===== src/hdl/pbg_defines.vh =====
/*
 port b gpio with change and external interrupt flags: register map, field positions, reset values.
 assumes avalon-mm word addressing with the register index as the word address.
*/
`ifndef PBG_DEFINES_VH
`define PBG_DEFINES_VH

`define PBG_ADDR_W            8
`define PBG_IDX_DATA          8'h06
`define PBG_IDX_OPTION        8'h81
`define PBG_IDX_DIR           8'h86
`define PBG_IDX_IRQ_CTRL      8'h0B
`define PBG_IDX_ALT_CFG       8'h90
`define PBG_OPT_PULLUP_BIT    7
`define PBG_OPT_EDGE_BIT      6
`define PBG_IRQ_CHANGE_BIT    0
`define PBG_IRQ_EXT_BIT       1
`define PBG_ALT_LVP_BIT       0
`define PBG_OPTION_RST        8'hFF
`define PBG_DIR_RST           8'hFF
`define PBG_LATCH_RST         8'h00
`define PBG_LVP_RST           1'b1
`define PBG_EXT_PIN           0
`define PBG_LVP_PIN           3
`define PBG_CHG_LO            4
`define PBG_CHG_HI            7

`endif


===== src/hdl/pbg_edge_det.v =====
/*
 edge detector for the external interrupt pin: one-cycle pulse on the selected edge.
 assumes the pin input is synchronous to clk_sys_i.
*/
`timescale 1ns/1ps
module pbg_edge_det (
  input  wire clk_sys_i,
  input  wire resetn_i,
  input  wire pin_i,
  input  wire rising_sel_i,
  output wire edge_o
);
  reg pin_q;
  reg armed_q;

  always @(posedge clk_sys_i or negedge resetn_i) begin
    if (!resetn_i) begin
      pin_q   <= 1'b0;
      armed_q <= 1'b0;
    end else begin
      pin_q   <= pin_i;
      armed_q <= 1'b1;
    end
  end

  // no edge until one real sample is held, so a pin pulled high does not fire after reset
  assign edge_o = armed_q & (rising_sel_i ? (pin_i & ~pin_q) : (~pin_i & pin_q));
endmodule // pbg_edge_det


===== src/hdl/pbg_port.v =====
/*
 eight-bit bidirectional port with pull-ups, change detection on the upper four pins,
 an edge-selectable external interrupt pin and an avalon-mm register slave.
 assumes pins are synchronous to clk_sys_i; the pad resolves the wire from oe and pull-up.
*/
// Design decision made here: the Avalon-MM slave port.
`timescale 1ns/1ps
`include "pbg_defines.vh"

// Operation
// - direction 1 makes pin input high-z; 0 drives output latch.
// - option bit 7 cleared enables weak pull-ups on all pins.
// - pull-up off on any pin configured as output.
// - pull-ups disabled after power-on reset.
// - only pins 7..4 configured as inputs take part in change detection.
// - inputs compared with copy from last read; mismatches ORed set change flag.
// - a change event can wake the device from sleep.
// - persisting mismatch keeps setting the change flag.
// - any port data read or write refreshes copy, ending mismatch.
// - pin 0 is external interrupt input; edge chosen by option bit 6.
// - enabled peripheral may override a pin direction to input or output.
// - low-voltage programming on by default removes I/O from pin 3.
// - edge select 1 means rising edge, 0 falling edge.
// - global pull-up bit at 1 disables all pull-ups.
module pbg_port #(
  parameter WIDTH = 8
) (
  input  wire                  clk_sys_i,
  input  wire                  resetn_i,
  input  wire [`PBG_ADDR_W-1:0] avs_address_i,
  input  wire                  avs_read_i,
  input  wire                  avs_write_i,
  input  wire [31:0]           avs_writedata_i,
  input  wire [3:0]            avs_byteenable_i,
  output reg  [31:0]           avs_readdata_o,
  output wire                  avs_waitrequest_o,
  input  wire [WIDTH-1:0]      pin_i,
  output wire [WIDTH-1:0]      pin_o,
  output wire [WIDTH-1:0]      pin_oe_o,
  output wire [WIDTH-1:0]      pullup_en_o,
  input  wire [WIDTH-1:0]      periph_en_i,
  input  wire [WIDTH-1:0]      periph_out_i,
  input  wire [WIDTH-1:0]      periph_oe_i,
  output wire                  port_change_o,
  output wire                  ext_irq_o,
  output wire                  wake_o
);
  reg  [WIDTH-1:0] latch_q;
  reg  [WIDTH-1:0] dir_q;
  reg  [7:0]       option_q;
  reg  [WIDTH-1:0] copy_q;
  reg              port_change_flag_q;
  reg              ext_flag_q;
  reg              lvp_q;
  reg              ack_q;
  wire             acc;
  wire             wr_lane0;
  wire             data_acc;
  wire [WIDTH-1:0] eff_in;
  wire [WIDTH-1:0] mism;
  wire             mismatch;
  wire             ext_edge;
  wire             pullup_disable_n;
  wire             ext_irq_edge_select;
  genvar           g;

  // one wait cycle on every access keeps the read path registered
  assign acc               = (avs_read_i | avs_write_i) & ~ack_q;
  assign avs_waitrequest_o = acc;
  assign wr_lane0          = avs_write_i & ack_q & avs_byteenable_i[0];
  assign data_acc          = ack_q & (avs_read_i | avs_write_i) &
                             (avs_address_i == `PBG_IDX_DATA);

  assign pullup_disable_n    = option_q[`PBG_OPT_PULLUP_BIT];
  assign ext_irq_edge_select = option_q[`PBG_OPT_EDGE_BIT];

  generate
    for (g = 0; g < WIDTH; g = g + 1) begin : g_pin
      wire lvp_pin = lvp_q & (g == `PBG_LVP_PIN);
      wire is_in   = periph_en_i[g] ? ~periph_oe_i[g] : dir_q[g];
      assign pin_oe_o[g]    = ~is_in & ~lvp_pin;
      assign pin_o[g]       = periph_en_i[g] ? periph_out_i[g] : latch_q[g];
      assign pullup_en_o[g] = ~pullup_disable_n & is_in & ~lvp_pin;
      assign eff_in[g]      = is_in;
      assign mism[g] = (g >= `PBG_CHG_LO && g <= `PBG_CHG_HI) ?
                       (eff_in[g] & (pin_i[g] ^ copy_q[g])) : 1'b0;
    end
  endgenerate

  assign mismatch = |mism;

  pbg_edge_det u_edge (
    .clk_sys_i    (clk_sys_i),
    .resetn_i     (resetn_i),
    .pin_i        (pin_i[`PBG_EXT_PIN]),
    .rising_sel_i (ext_irq_edge_select),
    .edge_o       (ext_edge)
  );

  always @(posedge clk_sys_i or negedge resetn_i) begin
    if (!resetn_i) begin
      latch_q            <= `PBG_LATCH_RST;
      dir_q              <= `PBG_DIR_RST;
      option_q           <= `PBG_OPTION_RST;
      copy_q             <= `PBG_LATCH_RST;
      port_change_flag_q <= 1'b0;
      ext_flag_q         <= 1'b0;
      lvp_q              <= `PBG_LVP_RST;
      ack_q              <= 1'b0;
      avs_readdata_o     <= 32'h0000_0000;
    end else begin
      ack_q <= acc;
      if (data_acc) begin
        copy_q <= pin_i;
      end
      if (acc && avs_read_i) begin
        case (avs_address_i)
          `PBG_IDX_DATA:     avs_readdata_o <= {24'h000000, pin_i};
          `PBG_IDX_OPTION:   avs_readdata_o <= {24'h000000, option_q};
          `PBG_IDX_DIR:      avs_readdata_o <= {24'h000000, dir_q};
          `PBG_IDX_IRQ_CTRL: avs_readdata_o <= {30'h0, ext_flag_q, port_change_flag_q};
          `PBG_IDX_ALT_CFG:  avs_readdata_o <= {31'h0, lvp_q};
          default:           avs_readdata_o <= 32'h0000_0000;
        endcase
      end
      if (wr_lane0) begin
        case (avs_address_i)
          `PBG_IDX_DATA:   latch_q  <= avs_writedata_i[WIDTH-1:0];
          `PBG_IDX_OPTION: option_q <= avs_writedata_i[7:0];
          `PBG_IDX_DIR:    dir_q    <= avs_writedata_i[WIDTH-1:0];
          `PBG_IDX_ALT_CFG: lvp_q   <= avs_writedata_i[`PBG_ALT_LVP_BIT];
          default: begin
          end
        endcase
      end
      // set wins over a software clear in the same cycle
      if (mismatch) begin
        port_change_flag_q <= 1'b1;
      end else if (wr_lane0 && avs_address_i == `PBG_IDX_IRQ_CTRL) begin
        port_change_flag_q <= avs_writedata_i[`PBG_IRQ_CHANGE_BIT];
      end
      if (ext_edge) begin
        ext_flag_q <= 1'b1;
      end else if (wr_lane0 && avs_address_i == `PBG_IDX_IRQ_CTRL) begin
        ext_flag_q <= avs_writedata_i[`PBG_IRQ_EXT_BIT];
      end
    end
  end

  assign port_change_o = port_change_flag_q;
  assign ext_irq_o     = ext_flag_q;
  assign wake_o        = port_change_flag_q | mismatch;
endmodule // pbg_port


===== config.mk =====
export PLATFORM = sky130hd
export DESIGN_NAME = pbg_port
export DESIGN_NICKNAME = d
export VERILOG_FILES = /design/src/hdl/pbg_edge_det.v /design/src/hdl/pbg_port.v
export VERILOG_INCLUDE_DIRS = /design/src /design/src/hdl
export SDC_FILE = /design/constraint.sdc
export NUM_CORES = 1
export LEC_CHECK = 0
export BUFFER_PORTS_ARGS = -buffer_cell sky130_fd_sc_hd__buf_2
export CAP_MARGIN = 5
export CORE_MARGIN = 2
export CORE_UTILIZATION = 49
export CTS_BUF_LIST = sky130_fd_sc_hd__clkbuf_8
export CTS_CLUSTER_SIZE = 24
export DETAILED_ROUTE_END_ITERATION = 16
export PLACE_DENSITY = 0.88
export SKIP_CTS_REPAIR_TIMING = 1
export SKIP_LAST_GASP = 1
export SLEW_MARGIN = 20
export SYNTH_ARGS = -nofsm -noshare
export SYNTH_HDL_FRONTEND = slang
export SYNTH_HIERARCHICAL = 1
export SYNTH_SLANG_ARGS = --single-unit
export TNS_END_PERCENT = 50

===== constraint.sdc =====
create_clock -name clk_sys_i -period 3.4 [get_ports clk_sys_i]
set_clock_uncertainty 0.1 [all_clocks]
set_input_delay 0.68 -clock clk_sys_i [delete_from_list [all_inputs] [get_ports clk_sys_i]]
set_output_delay 0.68 -clock clk_sys_i [all_outputs]
set_load 0.05 [all_outputs]

==> summary.md <==
| Metric | Value |
|---|---|
| Relative max-transition margin | `roughly 39%` |
| Largest stage delay on the critical path | `a little over 300 ps` |
| Final ANT Viol Nets | `0` |
| Outcome | `finished, final reports clean` |
| Deepest level of the CTS H-tree | `2` |
| Post-synthesis cell type with the largest combined area | `dfrtp_1` |
| Total routing usage reported by global routing | `20.79%` |
| Routed length per instance | `14.67 um` |
| Worst Path Required | `between 2000 and 3000 ps` |
| Cell-by-cell trace of the critical path | `buf_2, o21ai_0, o2111a_1, nand2b_1, buf_2` |
| First-pass GRT wire length | `8.597 mm` |
| Clock buffer depth | `2` |
| Arrival time of data at the critical path endpoint | `about 1700 ps` |
| Clk Latency, worst-skew pair | `roughly 300 ps` |
| Violation count after the first detailed-routing iteration | `66` |
| Detailed-router iteration count before antenna repair | `5` |
| Cell with the most instances after synthesis | `dfrtp_1` |
| Placer Congestion | `0.8251` |
| Unrepaired setup endpoints after global routing | `no` |
| Final setup violation count | `0` |
| Remaining design rule violation count | `0` |
| Number of hold violations in the final report | `0` |
| Pwr/cell area | `about 390 mW/mm^2` |
| Initial core utilization | `~51%` |
| Sequential area share after synthesis | `about 44%` |
| Predominant post-synthesis flop cell | `dfrtp_1` |
| Cell at the root of the clock tree | `clkbuf_8` |
| Count of maximum capacitance violations | `0` |
| Initial antenna violation count | `0` |
| Crit Path Class | `in -> out` |
| Synthesis-to-finish area growth | `20.33%` |
| Wire length after detailed routing | `between 5 and 6 mm` |
| Largest fanout on the critical path | `3` |
| Count of different cell masters after synthesis | `46` |
| Overflow after GRT | `0` |
| Time the worst path needs with I/O delays and setup | `~2400 ps` |
| TritonCTS clock tree | `built` |
| Final clock period utilization by the worst path | `between 70% and 80%` |
| Placed cells | `363` |
| Leak | `around 0.0015 uW` |
| Largest vdd supply drop | `between 0.3 and 0.4 mV` |
| Mapped cell area | `between 0.002 and 0.0025 sq mm` |
| Number of synthesized flops with an enable pin | `0` |
| Post-synth top area share | `25.54%` |
| Cell count after synthesis | `~210` |
| Max Clk Rate | `about 0.4 GHz` |
| CP bufs+invs | `2` |
| Crit end category | `output pin` |
| Area of the core | `0.004786 sq mm` |
| Number of input and output port buffers inserted | `roughly 90` |
| Count of nets after finishing | `approximately 380` |
| Via count of the first global-routing pass | `about 1,800` |
| Most repeated library cell on the critical path | `buf_2` |
| Hold Path Class | `reg -> reg` |
| Number of vias in the routed layout | `1,919` |
| Worst-margin pin slew | `between 900 and 1000 ps` |
| Startpoint class of the critical path | `input port` |
| Clock sink total | `42` |
| Fin cells | `approximately 370` |
| Area contributors post-synth | `dfrtp_1 (26%), dfstp_2 (18%), mux2_1 (9.2%)` |
| Top cell types by occurrence after synthesis | `dfrtp_1 (25), buf_4 (24), nand2_1 (21)` |
| Number of placed I/O pins | `140` |
| Share of flip-flops with an asynchronous set or reset after synthesis | `100.0%` |
| HPWL after detailed placement | `between 4 and 5 mm` |
| Number of buffers created by CTS | `5` |
| Via/cell ratio | `a little over 5` |
| Number of synthesized register bits | `42` |
| Floorplan die width | `74.71 um` |
| Height of the die | `approximately 75 um` |
| Top delay family on crit path | `compound AO/OA/AOI/OAI gates` |
| Ratio of cells with drive above 1 in the final layout | `a little under half` |
| Count of standard-cell rows | `25` |
| Number of warnings reported in the yosys synthesis log | `6` |
| Post-synthesis average cell area | `approximately 11 sq um` |
| Die ar. | `0.005582 sq mm` |
| Pins Over Slew Limit | `0` |
| Clock transition at the register clock pins on the worst setup and hold paths after CTS | `approximately 90 ps` |
| Largest net degree at the start of global routing | `43` |
| Antenna cell count | `0` |
| Slowest cell on the critical path | `o2111a_1` |
| Setup TNS | `0 ps` |
==> routing by layer <==
metal,track usage [%],up-vias,wire [um]
met3,4.685,6,375
met2,35.30,85,2741
met5,0,-,0
met1,26.00,933,2248
li1,-,895,-
met4,7.937,0,78
==> worst paths after layout <==
check	from	end	slack [ps]	depth (start not counted)
max	periph_en_i[5]	wake_o	960	5
min	avs_readdata_o[4]	avs_readdata_o[4]	380	2
max reg2reg	ack_q	option_q[6]	1620	4
min reg2reg	avs_readdata_o[4]	avs_readdata_o[4]	380	2
max in group asynchronous	resetn_i	latch_q[0]	2220	1
min in group asynchronous	resetn_i	latch_q[4]	400	1
==> cells by family (layout without fill, tap and decap cells) <==
logic type                count (synthesis)  count (layout)  synth area share (%)
xor gates and xnor gates                  4               4                 1.430
muxes                                    46              46                 21.96
buffers and inverters                    30              97                 8.631
and+or+nand+nor                          59              59                 15.32
DFF                                      42              42                 43.77
other                                     2              25                0.3065
AOI/OAI and AO/OA                        31              31                 8.580
==> sequential cells by signal, indices dropped and copies added, names as in the netlist <==
register	count
ack_q	1
avs_readdata_o	8
copy_q	4
dir_q	8
ext_irq_o	1
g_pin.lvp_pin	1
latch_q	8
option_q	8
port_change_o	1
u_edge/armed_q	1
u_edge/pin_q	1
==> report_power, final <==
group / internal [uW] / switching [uW] / total, uW
Combinational: 68.1 / 203 / 271
Sequential: 513 / 7.64 / 521
Clock: 163 / 183 / 346
==> worst min-delay path, cell delays in order (launching register included) <==
cell and delay (ps):
dfrtp_1 340, nand2_1 50, o21ai_1 60
==> cell type report <==
| type | instances | area, sq um |
|---|---|---|
| Timing Repair Buffer | 88 | 440.4 |
| Tap cell | 67 | 83.83 |
| Clock buffer | 6 | 82.58 |
| Inverter | 1 | 3.754 |
| Multi-Input combinational cell | 165 | 1252 |
| Sequential cell | 42 | 1072 |
| Fill cell | 396 | 1838 |
| Clock inverter | 2 | 12.51 |
==> cell usage in the layout, fill, tap and decap left out, types with 2 or more instances in the layout <==
master,n
a2bb2oi_1,6
buf_2,88
clkbuf_8,6
conb_1,25
dfrtp_1,25
dfstp_2,17
mux2_1,20
mux2_2,10
mux2_4,8
mux2i_1,8
nand2_1,21
nand2b_1,3
nand3_1,2
nand4b_1,3
nor2_1,13
nor3b_1,2
nor4b_2,2
o211ai_1,3
o21ai_0,8
o21ai_1,6
o31ai_1,2
xor2_1,3
==> stage by stage <==
step | hold WS (ps) | worst slack, ps | total power, uW | cell area, sq um | utilization (%)
after CTS | 389.2 | 949.7 | 1141 | 2948 | 61.59
after global routing | 412.5 | 887.6 | 1183 | 2948 | 61.59
final | 383.2 | 959.4 | 1138 | 2948 | 61.59
after global placement | 364.1 | 807.0 | 796.8 | 2853 | 59.61
after detailed placement | 370.1 | 805.8 | 800.7 | 2853 | 59.61
after floorplan | 284.4 | 78.91 | 746.8 | 2536 | -
Note: power is estimated with default switching activity, not from simulation.
